### src/rsc_pkg.sv
// What this block does
// - idle/sleep watchdog expiry clears program counter and stack pointer, sets expiry flag.
// - idle/sleep watchdog expiry sets power-down flag and clears the counters, keeps timers, interrupt enables, ports and level code unchanged.
// - expiry flag and power-down flag live in status, updated by reset type.
// - supply-drop reset in fast/slow mode keeps both flags unchanged.
// - fast/slow watchdog expiry sets expiry flag, keeps power-down flag.
// - idle/sleep watchdog expiry sets both flags to one.
// - power-on reset disables all interrupts and zeroes the program counter.
// - any reset clears watchdog and time bases; watchdog restarts counting at once.
// - power-on reset switches every timer module off.
// - power-on sets port data and direction all ones, pull-high and wake-up zero.
// - power-on points stack pointer at top of hardware stack.
// - supply-drop and normal watchdog resets load defaults, accumulator and table pointers kept.
// - unchanged fields keep value, unknown free, unimplemented bits read zero.
// - valid supply-drop reset sets brownout flag; only software clears it.
// - undefined level code resets after a delay and sets bad level code flag.
package rsc_pkg;
   localparam int unsigned CLK_MHZ         = 40;
   localparam int unsigned SRESET_DELAY_US = 100;
   localparam int unsigned SRESET_CYCLES   = SRESET_DELAY_US * CLK_MHZ;
   localparam int unsigned DLY_W           = 13;
   localparam logic [7:0] LEVEL_CODE_A     = 8'h55;
   localparam logic [7:0] LEVEL_CODE_B     = 8'h33;
   localparam logic [7:0] LEVEL_CODE_C     = 8'h99;
   localparam logic [7:0] LEVEL_CODE_D     = 8'hAA;
   localparam logic [7:0] LEVEL_CODE_POR   = 8'h55;
   localparam logic [7:0] PORT_POR         = 8'hFF;
   localparam logic [7:0] PULL_POR         = 8'h00;
   localparam logic [7:0] SP_TOP           = 8'h07;
   localparam int unsigned NUM_PORTS       = 6;
   localparam logic [2:0] EV_BROWNOUT      = 3'h1;
   localparam logic [2:0] EV_BADCODE       = 3'h2;
   localparam logic [2:0] EV_WDT           = 3'h4;
   localparam logic [2:0] EV_NONE          = 3'h0;

   typedef enum logic [1:0] {RSC_FAST, RSC_SLOW, RSC_IDLE, RSC_SLEEP} rsc_mode_t;
   typedef enum {RSC_RUN, RSC_WAITCODE} rsc_state_t;

   // one-hot reset type seen by the core
   typedef struct packed {
      logic por;
      logic full;
      logic wdt_low_power;
   } rsc_kind_t;

   // per-port defaults the core loads on por and on full resets
   typedef struct packed {
      logic [7:0] data;
      logic [7:0] dir;
      logic [7:0] pull;
      logic [7:0] wake;
   } rsc_port_t;
endpackage

### src/rsc_delay.sv
`timescale 1ns/1ps
`default_nettype none
module rsc_delay (
   input  wire logic clk,
   input  wire logic rst_n,
   input  wire logic start,
   output logic      done
);
   logic [rsc_pkg::DLY_W-1:0] cnt;
   logic [rsc_pkg::DLY_W-1:0] next_cnt;
   logic                      next_done;

   // counts while start holds; done pulses once at terminal count
   always_comb begin
      next_cnt  = '0;
      next_done = 1'b0;
      if (start) begin
         next_cnt = cnt + 1'b1;
         if (cnt == rsc_pkg::DLY_W'(rsc_pkg::SRESET_CYCLES - 1)) begin
            next_done = 1'b1;
            next_cnt  = '0;
         end
      end
   end

   always_ff @(posedge clk or negedge rst_n) begin
      if (!rst_n) begin
         cnt  <= '0;
         done <= 1'b0;
      end else begin
         cnt  <= next_cnt;
         done <= next_done;
      end
   end
endmodule
`default_nettype wire

### src/rsc_top.sv
`timescale 1ns/1ps
`default_nettype none
module rsc_top (
   input  wire logic                     clk,
   input  wire logic                     rst_n,
   input  wire logic                     supply_drop_reset,
   input  wire logic                     watchdog_expiry,
   input  wire rsc_pkg::rsc_mode_t       cpu_mode,
   input  wire logic [31:0]              avs_address,
   input  wire logic                     avs_read,
   input  wire logic                     avs_write,
   input  wire logic [31:0]              avs_writedata,
   input  wire logic [3:0]               avs_byteenable,
   output logic [31:0]                   avs_readdata,
   output logic                          avs_waitrequest,
   output logic                          irq,
   output rsc_pkg::rsc_kind_t            reset_kind,
   output logic                          core_reset,
   output logic                          clear_pc,
   output logic                          clear_sp_top,
   output logic                          clear_sp_zero,
   output logic                          irq_disable_all,
   output logic                          timers_off,
   output logic                          count_clear,
   output rsc_pkg::rsc_port_t            port_default,
   output logic                          watchdog_expiry_flag,
   output logic                          power_down_flag
);
   // ----------------------------------------------------------------
   // register map
   // ----------------------------------------------------------------
   // offsets sit on the low address byte; upper address bits are not decoded
   localparam logic [7:0] OFF_STATUS = 8'h00;
   localparam logic [7:0] OFF_CTRL   = 8'h04;
   localparam logic [7:0] OFF_LEVEL  = 8'h08;
   localparam logic [7:0] OFF_IRQST  = 8'h0C;
   localparam logic [7:0] OFF_IRQMSK = 8'h10;
   localparam logic [7:0] OFF_CMD    = 8'h14;
   // bit positions inside the status, control and command words
   localparam int unsigned B_EXP = 5;
   localparam int unsigned B_PDF = 4;
   localparam int unsigned B_BRN = 2;
   localparam int unsigned B_BAD = 1;
   localparam int unsigned B_HALT = 0;

   // state, next values and reset cause decode
   logic                 expiry_q, pdf_q, next_expiry, next_pdf;
   logic                 brn_q, bad_q, next_brn, next_bad;
   logic [7:0]           level_q, next_level;
   logic [2:0]           ist_q, next_ist, msk_q, next_msk;
   logic                 ack_q, next_ack;
   logic [31:0]          rd_q, next_rd;
   rsc_pkg::rsc_state_t  st_q, next_st;
   logic                 delay_done;
   logic                 wr_hit, rd_hit;
   logic                 lowpow;
   logic                 drop_ok, wdt_norm, wdt_lp, bad_rst;
   logic                 por_pend, next_por_pend;
   rsc_pkg::rsc_kind_t   next_kind;
   logic                 next_irq;

   // idle and sleep share one watchdog treatment
   assign lowpow = (cpu_mode == rsc_pkg::RSC_IDLE) || (cpu_mode == rsc_pkg::RSC_SLEEP);
   // supply monitor is off in idle/sleep, so a drop only counts in fast/slow
   assign drop_ok  = supply_drop_reset && !lowpow;
   assign bad_rst  = delay_done && (st_q == rsc_pkg::RSC_WAITCODE);
   // priority: power-on, bad level code, supply drop, then watchdog
   assign wdt_norm = watchdog_expiry && !lowpow && !drop_ok && !bad_rst && !por_pend;
   assign wdt_lp   = watchdog_expiry && lowpow && !por_pend;
   // a write lands only at the edge that samples waitrequest low, so exactly once
   assign wr_hit   = avs_write && ack_q;
   assign rd_hit   = avs_read && !ack_q;

   // ----------------------------------------------------------------
   // level code supervisor
   // ----------------------------------------------------------------
   // the delay counter only runs while an undefined code is pending
   rsc_delay u_delay (
      .clk   (clk),
      .rst_n (rst_n),
      .start (st_q == rsc_pkg::RSC_WAITCODE),
      .done  (delay_done)
   );

   // an undefined code may come from noise; it is checked every cycle while running, not while waiting
   always_comb begin
      next_st = st_q;
      unique case (st_q)
         rsc_pkg::RSC_RUN: begin
            if (level_q != rsc_pkg::LEVEL_CODE_A && level_q != rsc_pkg::LEVEL_CODE_B &&
                level_q != rsc_pkg::LEVEL_CODE_C && level_q != rsc_pkg::LEVEL_CODE_D) begin
               next_st = rsc_pkg::RSC_WAITCODE;
            end
         end
         rsc_pkg::RSC_WAITCODE: begin
            // limitation: a code fixed while waiting does not cancel the pending reset
            if (delay_done) begin
               next_st = rsc_pkg::RSC_RUN;
            end
         end
      endcase
   end

   // ----------------------------------------------------------------
   // flags and software registers
   // ----------------------------------------------------------------
   always_comb begin
      next_expiry = expiry_q;
      next_pdf    = pdf_q;
      next_brn    = brn_q;
      next_bad    = bad_q;
      next_level  = level_q;
      next_msk    = msk_q;
      next_ist    = ist_q;
      next_por_pend = 1'b0;
      // software writes first so that hardware sets below win
      if (wr_hit && avs_byteenable[0]) begin
         unique case (avs_address[7:0])
            OFF_STATUS: ;
            OFF_CTRL: begin
               next_brn = brn_q & avs_writedata[B_BRN];
               next_bad = bad_q & avs_writedata[B_BAD];
            end
            OFF_LEVEL:  next_level = avs_writedata[7:0];
            OFF_IRQST:  next_ist   = ist_q & ~avs_writedata[2:0];
            OFF_IRQMSK: next_msk   = avs_writedata[2:0];
            OFF_CMD: begin
               // halt entry sets power-down flag and clears expiry flag
               if (avs_writedata[B_HALT]) begin
                  next_pdf    = 1'b1;
                  next_expiry = 1'b0;
               end
            end
            default: ;
         endcase
      end
      // hardware causes, highest priority first
      if (por_pend) begin
         next_expiry = 1'b0;
         next_pdf    = 1'b0;
      end else if (bad_rst) begin
         next_bad   = 1'b1;
         next_level = rsc_pkg::LEVEL_CODE_POR;
         next_ist   = next_ist | rsc_pkg::EV_BADCODE;
      end else if (drop_ok) begin
         // both status flags left alone on a supply drop
         next_brn = 1'b1;
         next_level = rsc_pkg::LEVEL_CODE_POR;
         next_ist = next_ist | rsc_pkg::EV_BROWNOUT;
      end else if (wdt_norm) begin
         next_expiry = 1'b1;
         next_level  = rsc_pkg::LEVEL_CODE_POR;
         next_ist    = next_ist | rsc_pkg::EV_WDT;
      end else if (wdt_lp) begin
         next_expiry = 1'b1;
         next_pdf    = 1'b1;
         next_ist    = next_ist | rsc_pkg::EV_WDT;
      end
   end

   // ----------------------------------------------------------------
   // core-facing reset controls
   // ----------------------------------------------------------------
   // each term masks the higher causes, so at most one bit is ever set
   always_comb begin
      next_kind.por           = por_pend;
      next_kind.full          = !por_pend && (drop_ok || wdt_norm || bad_rst);
      next_kind.wdt_low_power = !por_pend && !drop_ok && !bad_rst && wdt_lp;
   end

   // bus answer: one wait cycle, then acknowledge
   // ack_q mirrors waitrequest low; read data is fetched in the wait cycle
   always_comb begin
      next_ack = (avs_read || avs_write) && !ack_q;
      next_rd  = rd_q;
      if (rd_hit) begin
         unique case (avs_address[7:0])
            OFF_STATUS: next_rd = {26'h0, expiry_q, pdf_q, 4'h0};
            OFF_CTRL:   next_rd = {29'h0, brn_q, bad_q, 1'b0};
            OFF_LEVEL:  next_rd = {24'h0, level_q};
            OFF_IRQST:  next_rd = {29'h0, ist_q};
            OFF_IRQMSK: next_rd = {29'h0, msk_q};
            default:    next_rd = 32'h0;
         endcase
      end
      // built from next values so irq tracks the registered status and mask
      next_irq = |(next_ist & next_msk);
   end

   // one register stage for all internal state
   always_ff @(posedge clk or negedge rst_n) begin
      if (!rst_n) begin
         st_q         <= rsc_pkg::RSC_RUN;
         expiry_q     <= 1'b0;
         pdf_q        <= 1'b0;
         brn_q        <= 1'b0;
         bad_q        <= 1'b0;
         level_q      <= rsc_pkg::LEVEL_CODE_POR;
         ist_q        <= rsc_pkg::EV_NONE;
         msk_q        <= rsc_pkg::EV_NONE;
         ack_q        <= 1'b0;
         rd_q         <= 32'h0;
         por_pend     <= 1'b1;
         irq          <= 1'b0;
         reset_kind   <= '0;
      end else begin
         st_q         <= next_st;
         expiry_q     <= next_expiry;
         pdf_q        <= next_pdf;
         brn_q        <= next_brn;
         bad_q        <= next_bad;
         level_q      <= next_level;
         ist_q        <= next_ist;
         msk_q        <= next_msk;
         ack_q        <= next_ack;
         rd_q         <= next_rd;
         por_pend     <= next_por_pend;
         irq          <= next_irq;
         reset_kind   <= next_kind;
      end
   end

   // registered copies for the core; reset controls derive from the one-hot kind, port defaults are fixed
   always_ff @(posedge clk or negedge rst_n) begin
      if (!rst_n) begin
         core_reset      <= 1'b1;
         clear_pc        <= 1'b1;
         clear_sp_top    <= 1'b1;
         clear_sp_zero   <= 1'b0;
         irq_disable_all <= 1'b1;
         timers_off      <= 1'b1;
         count_clear     <= 1'b1;
         port_default    <= '0;
         avs_readdata    <= 32'h0;
         avs_waitrequest <= 1'b1;
         watchdog_expiry_flag <= 1'b0;
         power_down_flag <= 1'b0;
      end else begin
         core_reset      <= next_kind.por || next_kind.full;
         clear_pc        <= next_kind.por || next_kind.full || next_kind.wdt_low_power;
         clear_sp_top    <= next_kind.por || next_kind.full;
         clear_sp_zero   <= next_kind.wdt_low_power;
         irq_disable_all <= next_kind.por || next_kind.full;
         timers_off      <= next_kind.por || next_kind.full;
         count_clear     <= next_kind.por || next_kind.full || next_kind.wdt_low_power;
         port_default    <= '{data: rsc_pkg::PORT_POR, dir: rsc_pkg::PORT_POR,
                              pull: rsc_pkg::PULL_POR, wake: rsc_pkg::PULL_POR};
         avs_readdata    <= next_rd;
         avs_waitrequest <= !next_ack;
         watchdog_expiry_flag <= next_expiry;
         power_down_flag <= next_pdf;
      end
   end
endmodule
`default_nettype wire

### config.mk
export PLATFORM = sky130hd
export DESIGN_NAME = rsc_top
export DESIGN_NICKNAME = d
export VERILOG_FILES = /design/src/rsc_pkg.sv /design/src/rsc_delay.sv /design/src/rsc_top.sv
export SDC_FILE = /design/constraint.sdc
export NUM_CORES = 1
export LEC_CHECK = 0
export ABC_AREA = 1
export BUFFER_PORTS_ARGS = -buffer_cell sky130_fd_sc_hd__buf_2
export CAP_MARGIN = 20
export CORE_UTILIZATION = 46
export CTS_BUF_LIST = sky130_fd_sc_hd__clkbuf_16
export DETAILED_ROUTE_END_ITERATION = 12
export PLACE_DENSITY_LB_ADDON = 0.08
export SYNTH_ARGS = -nofsm -noshare
export SYNTH_HDL_FRONTEND = slang
export SYNTH_SLANG_ARGS = --single-unit
### constraint.sdc
create_clock -name clk -period 1.3 [get_ports clk]
set_input_delay 0 -clock clk [delete_from_list [all_inputs] [get_ports clk]]
set_output_delay 0 -clock clk [all_outputs]
set_load 0.02 [all_outputs]
After elaboration in Yosys (flattened, before gate mapping). Cells that the tools add are included. Widths: inputs -> output; s select.

Word-level logic and storage cells: 126. Bits in registers: 106. Input port bits: 76.

Bitwise logic cells: 5. Muxes and demuxes: 48. Reduce and logical (&&, ||, !) cells: 35. Eq/ne operators: 16. Add/subtract/negate cells: 1.

Operator list (count): $mux 32 (2); $pmux 32 s2 (1); $mux 8 (6); $pmux 8 s5 (1); $eq 32x1->1 const B (1); $eq 32x2->1 const B (1); $logic_not 32->1 (1); $mux 1 (27); $mux 3 (9); $mux 13 (2); $logic_and 1x1->1 (19); $eq 8x4->1 const B (2); $eq 8x5->1 const B (2); $ne 8x8->1 const B (2); $add 13x1->13 const B (1); $eq 13x12->1 const B (1); $eq 8x3->1 const B (1); $logic_not 8->1 (1); $ne 8x6->1 const B (1); $ne 8x7->1 const B (1); $and 3x3->3 (2); $logic_not 1->1 (6); $logic_or 1x1->1 (6); $eq 2x2->1 const B (2); other kinds (6) (7).

Logic depth before layout (Yosys ltp). Gate-level depths: netlist of the first run.

Word-level depth: 14. Mapped depth: 9. Gate-level depth less buffers: 9.

Modules after synthesis. From an unflattened synthesis of the first run, not the netlist that was laid out.

Cells, all modules: 372. Area total of the unflattened synthesis: 2992.9 µm².

By module, submodules not included: rsc_top (area an instance 2223.4 µm², seq. area each 935.9 µm², instances 1, cells an instance 279); rsc_delay (area an instance 769.5 µm², seq. area each 350.3 µm², instances 1, cells an instance 93).

Least setup slack after synthesis of the first run. Ideal clock, no wire load.

Path type: register to register. Start point: register u_delay.cnt[0] (netlist bit). End point: register u_delay.cnt[7] (netlist bit). Path slack: 64 ps. Library setup time: 120 ps. Cell stages (with the launch flop): 7. Period minus slack after synthesis: 1236 ps. Data arrival time: 1116 ps. Data required time: 1180 ps. Cell sequence: dfrtp_1 ha_1 nand3_2 nor2_4 nand4_2 nand2_2 nor3_1.

Cells in the longest elaborated chain, start to end: 3. Elaborated cells between the ends (all ways): 4. Those cells by class: add/sub: 1; eq/ne: 1; mux: 2.

RTL lines: start, declared (RTL line rsc_delay.sv:9) `logic [rsc_pkg::DLY_W-1:0] cnt;`; start signal, assigned (RTL line rsc_delay.sv:31) `cnt <= next_cnt;`; $add 13x1->13 / $eq 13x12->1 (equally long branches) (RTL line rsc_delay.sv:18, rsc_delay.sv:19); $mux 13 * (RTL line rsc_delay.sv:19) `if (cnt == rsc_pkg::DLY_W'(rsc_pkg::SRESET_CYCLES - 1)) begin`; $mux 13 * (RTL line rsc_delay.sv:17) `if (start) begin`; named net u_delay.next_cnt (one bit) (RTL line rsc_delay.sv:10) `logic [rsc_pkg::DLY_W-1:0] next_cnt;`.

The timed path passes the listed nets; every way through them passes the cells marked *. A chain may end at the register's enable or synchronous reset.

Worst setup path in the final report of the first run.
Start point: register u_delay.cnt[0] (netlist bit). End point: register u_delay.cnt[10] (netlist bit).

Same word-level chain as after synthesis.

==> impl_metrics.toml, run 1 <==
[run_status]
status = "complete, but fails checks"
violations = "setup timing"

[detailed_routing]
num_vias = 2341
routed_wl_um = 5736
ant_nets = 0
first_pass_iters = 4
wire_per_inst_um = 11.25
drc_errors = 0
first_iter_violations = 97
drt-vias-per-instance = 4.590

[die]
initial_core_util = 0.4864
core_um2 = 6061
die_area_um2 = 6732
die_w_um = 82.05
fp-row-count = 28
chipHeight_um = 82.05
pin_count = 154

[critical_path]
worstSetupPathType = "reg2reg"
r2r_slack_ns = -0.001
slowest_stage = "dfrtp_1"
cp_max_fo = 4
r2r_start = "u_delay.cnt[0]$_DFF_PN0_"
reg2reg_depth = 9
r2r_end = "u_delay.cnt[10]$_DFF_PN0_"
crit_chain = "ha_4 -> nand3_4 -> nor2_4 -> nand2_2 -> nor2_4 -> nand2_1 -> nand2_1 -> inv_1 -> nor2_1"
setup.worst_path.end = "u_delay.cnt[10]$_DFF_PN0_"
required_ns = 1.52
slowest_delay_ns = 0.39
timing.critical_path.to_type = "flip-flop"
start_kind = "flip-flop"
cp.arrival_ns = 1.52
crit_start = "u_delay.cnt[0]$_DFF_PN0_"

[yosys]
netlist.area_leader.share = 0.3650
syn_area_per_cell_um2 = 8.121
yosysUniqueCellTypes = 33
yosysWarningCount = 0
synth-seq-area-share = 0.4363
synth_area_leaders = "dfrtp_1 (37%), buf_4 (15%), nand2_1 (11%)"
synth-edff-count = 0
mappedNetlistArea_um2 = 2948
synth.most_common_cell = "nand2_1"
synth_top_area_cell = "dfrtp_1"
async_flop_share = 1.000
synth_common_cells = "nand2_1 (86), buf_4 (60), dfrtp_1 (43)"
syn_inst = 363
yosys_most_used_dff = "dfrtp_1"
synth-seq-cells = 51

[final_layout]
drive_gt1_frac = 0.2782
nets = 511
fin_area_um2 = 3495
final_util = 0.5766
area_delta_synth_final_pct = 18.55
num_antenna_cells = 0

[global_routing]
grt_use_total = 0.1789
antenna_found_initial = 0
first_global_vias = 1953
grt_max_degree = 52
grt.overflow.total = 0
grt_pass1_wl_um = 9018

[clock_network]
h-tree-depth = 2
clockRootBuffer = "clkbuf_16"
clk_pin_slew_ns = 0.06
clock_latency_ns = 0.29
cts_tree = "yes"
cts_buffers = 5
cts_num_sinks = 51
cts_buffer_depth = 2

[power_and_ir_drop]
ir_worst_vdd_mv = 0.5546
p_switching_w = 0.0009111
switching_share = 0.2553
p_leak_nw = 1.893
power_density_nw_per_um2 = 1021
combPwrFrac = 0.126
p_seq_frac = 0.461
power.internal_w = 0.002657
clockPowerShare = 0.413

[place]
dpl_cell_area_um2 = 3103
hpwl_um = 4108
preCtsSetupSlack_ns = -0.06238
gp_congestion = 0.8238
portBuffers = 61

[sta]
rsz0062_at_grt = "yes"
fin_crit_ns = 1.301
slew_viol_final = 0
hold_ws_ns = 0.01222
setup_viol = 1
fmax_mhz = 768.4
fin_crit_sh = 1.001
worst_slack_ns = -0.001343
fin_skew_ns = 0.003827
final-hold-violation-count = 0
setup-tns-final_ns = -0.001343

[run]
cap_violations = 0

[hold_path]
hp-class = "in2reg"
stage by stage:
step | total power (W) | cells
finish | 0.003568 | 510
detailed placement | 0.002087 | 485
floorplan | 0.002070 | 403
global route | 0.003735 | 510
CTS | 0.003595 | 506
global placement | 0.002086 | 485
cell usage in the layout, fill, tap and decap left out, types with 2 or more instances in the layout:
cell type      instances
conb_1                42
clkbuf_16              5
dfstp_2                8
xor2_1                 2
inv_4                  2
nand2_2                6
nor2_2                 4
nor3b_1                2
nor2_4                 5
nor2_1                27
inv_2                  2
nand2_1               85
nand3_2                3
o21ai_0               12
nand3_4                3
inv_1                 41
buf_4                 11
o31ai_1                3
buf_2                 61
dfrtp_1               43
a21oi_1               11
o211ai_1               3
nand3_1               22
nor3_1                 4
nand4_1                3
inv_6                  2
dlygate4sd3_1         11
critical path, delay by kind of cell (launching register included):
family / cells / cell delay, ns
fa+ha+maj: 1 / 0.16
flops: 1 / 0.39
buf+inv: 1 / 0.03
simple gates: 7 / 0.66
kinds of logic after synthesis:
family | count (synthesis) | share of synthesized area
compound gates | 31 | 0.06154
xor+xnor | 3 | 0.008915
fa+ha+maj | 1 | 0.004244
buf+inv | 108 | 0.2182
flops | 51 | 0.4363
other cells | 2 | 0.002548
simple gates | 167 | 0.2683
what timing repair did:
action | CTS | global route
gates resized for setup | 3 | 12
setup buffers | 2 | 3
cloned | 0 | 1
endpoints found under the setup margin | 9 | 19
endpoints found under the hold margin | 62 | 0
hold buffers | 11 | 0
pin swaps | 2 | 4
power by group through the flow:
stage / logic, W / clock network [W] / registers [W]
6_report: 0.000449 / 0.00147 / 0.00165
5_1_grt: 0.000504 / 0.00158 / 0.00165
4_1_cts: 0.000439 / 0.00151 / 0.00164
3_5_place_dp: 0.000414 / 0 / 0.00167
3_3_place_gp: 0.000413 / 0 / 0.00167
2_1_floorplan: 0.000370 / 0 / 0.00170
metal layers:
metal | GRT usage | vias to the layer above | part of all wire
li1 | - | 1183 | -
met1 | 0.2393 | 1058 | 0.46
met2 | 0.2851 | 93 | 0.48
met3 | 0.04778 | 7 | 0.053
met4 | 0.04737 | 0 | 0.0099
met5 | 0 | - | 0
how the worst min path moves through the flow:
| stage | start | cells past startpoint | end |
|---|---|---|---|
| final | avs_read | 3 | ack_q$_DFF_PN0_ |
| after global routing | avs_read | 3 | ack_q$_DFF_PN0_ |
| after floorplan | rst_n | 0 | ack_q$_DFF_PN0_ |
| after CTS | avs_read | 3 | ack_q$_DFF_PN0_ |
| after detailed placement | rst_n | 2 | ack_q$_DFF_PN0_ |
| after global placement | rst_n | 2 | ack_q$_DFF_PN0_ |
cell type report:
cell class                 instances  area, um2
multi-input combinational        245       1235
clock buffer                       5      125.1
sequential                        51       1286
tap                               75      93.84
inverter                          46      182.7
timing repair buffer              85      529.3
fill                             584       2566
clock inverter                     3      42.54
state kept, by name, summed over array words and instances, names as in the netlist:
name and count:
bad_q 1, level_q 8, clear_sp_zero 1, avs_waitrequest 1, irq 1, ack_q 1, watchdog_expiry_flag 1, msk_q 3
reset_kind 2, power_down_flag 1, st_q 1, count_clear 1, brn_q 1, timers_off 1, por_pend 1, ist_q 3
avs_readdata 8, u_delay.cnt 13, u_delay.done 1, port_default 1
(Power assumes the default switching activity.)
==> run 2: changes to the inputs <==
CORE_ASPECT_RATIO = 0.7   (was unset)
CORE_UTILIZATION = 47   (was 46)
CTS_BUF_LIST = sky130_fd_sc_hd__clkbuf_8   (was sky130_fd_sc_hd__clkbuf_16)
==> run 2 against run 1 <==
The run still ends with setup timing left. Via count grew 0.64%. Largest power group unchanged. Sequential share of layout area shrank 0.48 points. Routed wire length grew 4.4%.
==> impl_metrics.toml, run 2 (synthesis gave the netlist of run 1 again) <==
[clock_network]
clockRootBuffer = "clkbuf_8"
clk_pin_slew_ns = 0.09
cts_buffer_depth = 2
cts_buffers = 5
clock_latency_ns = 0.31
h-tree-depth = 2
cts_tree = "yes"
cts_num_sinks = 51

[final_layout]
area_delta_synth_final_pct = 20.25
final_cell_mix = "nand2_1 (86), buf_2 (61), conb_1 (42), dfrtp_1 (42), inv_1 (41)"
reg_top3 = "u_delay.cnt x13, avs_readdata x8, level_q x8"
nets = 518
final_util = 0.6038
largest_reg_flops = 13
regMostFlops = "u_delay.cnt"
num_antenna_cells = 0
drive_gt1_frac = 0.3077
finalNonFillerCells = 517
final_common_cell = "nand2_1"
fin_area_um2 = 3545

[sta]
fin_crit_ns = 1.325
slew_viol_final = 0
worst_slack_ns = -0.02525
final-hold-violation-count = 0
fin_skew_ns = 0.01223
fin_crit_sh = 1.019
rsz0062_at_grt = "yes"
setup-tns-final_ns = -0.1098
setup_viol = 8
fmax_mhz = 754.6

[power_and_ir_drop]
power_density_nw_per_um2 = 954.9
p_leak_nw = 1.920
ir_worst_vdd_mv = 0.6078

[detailed_routing]
routed_wl_um = 5991
drt-vias-per-instance = 4.557
num_vias = 2356
first_iter_violations = 90
ant_nets = 0
drc_errors = 0
wire_per_inst_um = 11.59
first_pass_iters = 4

[run]
cap_violations = 0

[run_status]
status = "complete, but fails checks"
violations = "setup timing"

[place]
dpl_cell_area_um2 = 3118
portBuffers = 61
preCtsSetupSlack_ns = -0.03716
gp_congestion = 0.8665
hpwl_um = 4352
dp.cells = 487

[die]
fp-row-count = 23
chipHeight_um = 68.26
initial_core_util = 0.5021
core_um2 = 5871
pin_count = 154
die_area_um2 = 6598
die_w_um = 96.66

[global_routing]
grt.overflow.total = 0
grt_use_total = 0.1868
first_global_vias = 2038
antenna_found_initial = 0
grt_max_degree = 52
grt_pass1_wl_um = 9542

[critical_path]
cp_max_fo = 4
timing.critical_path.to_type = "flip-flop"
required_ns = 1.55
worstSetupPathType = "reg2reg"
cp.arrival_ns = 1.58
start_kind = "flip-flop"

[hold_path]
hp-class = "in2reg"
[run 2: critical path: stages (launching register included)]
cell	delay, ns
dfrtp_1	0.36
ha_2	0.21
nand3_4	0.08
nor2_4	0.17
nand2_2	0.10
nor2_4	0.11
nand2_1	0.06
nand2_1	0.05
inv_1	0.03
nor2_1	0.09
[run 2: power by group]
| part | internal [W] | switching, W |
|---|---|---|
| Clock | 0.000761 | 0.000514 |
| Sequential | 0.00162 | 0.0000246 |
| Combinational | 0.000137 | 0.000327 |
| Total | 0.00252 | 0.000866 |
[run 2: final cells by class]
type	instances	area, um2
Clock buffer	5	68.82
Clock inverter	3	63.81
Fill cell	551	2326
Inverter	46	178.9
Multi-Input combinational cell	244	1259
Sequential cell	51	1287
Tap cell	75	93.84
Timing Repair Buffer	93	593.1
[run 2: metrics by stage]
step,total power [W],hold slack (ns)
5_1_grt,0.003529,0.06206
4_1_cts,0.003405,0.02381
6_report,0.003385,0.03810
3_3_place_gp,0.002091,0.01688
2_1_floorplan,0.002070,-0.2956
3_5_place_dp,0.002092,0.009304
[run 2: metal layers]
metal / track usage / routed length [um]
met5: 0 / 0
met4: 0.06343 / 69
met3: 0.04494 / 396
met2: 0.2808 / 2494
met1: 0.2656 / 3030
[run 2: final timing paths]
| kind | startpoint | endpoint | slack, ns | cells past startpoint |
|---|---|---|---|---|
| min in group asynchronous | rst_n | ack_q$_DFF_PN0_ | 0.20 | 3 |
| setup reg to reg | u_delay.cnt[1]$_DFF_PN0_ | u_delay.cnt[10]$_DFF_PN0_ | -0.03 | 9 |
| max in group asynchronous | rst_n | count_clear$_DFF_PN1_ | 0.81 | 3 |
| setup / recovery | u_delay.cnt[1]$_DFF_PN0_ | u_delay.cnt[10]$_DFF_PN0_ | -0.03 | 9 |
| hold reg to reg | por_pend$_DFF_PN1_ | reset_kind[2]$_DFF_PN0_ | 0.42 | 0 |
| hold / removal | avs_read | avs_waitrequest$_DFF_PN1_ | 0.04 | 4 |
[run 2: what timing repair did]
| item | CTS | global route |
|---|---|---|
| hold buffers | 14 | 0 |
| resized for setup | 3 | 19 |
| pin swaps | 1 | 6 |
| buffers inserted | 4 | 4 |
| hold endpoints to repair | 68 | 0 |
| setup endpoints to repair | 8 | 19 |
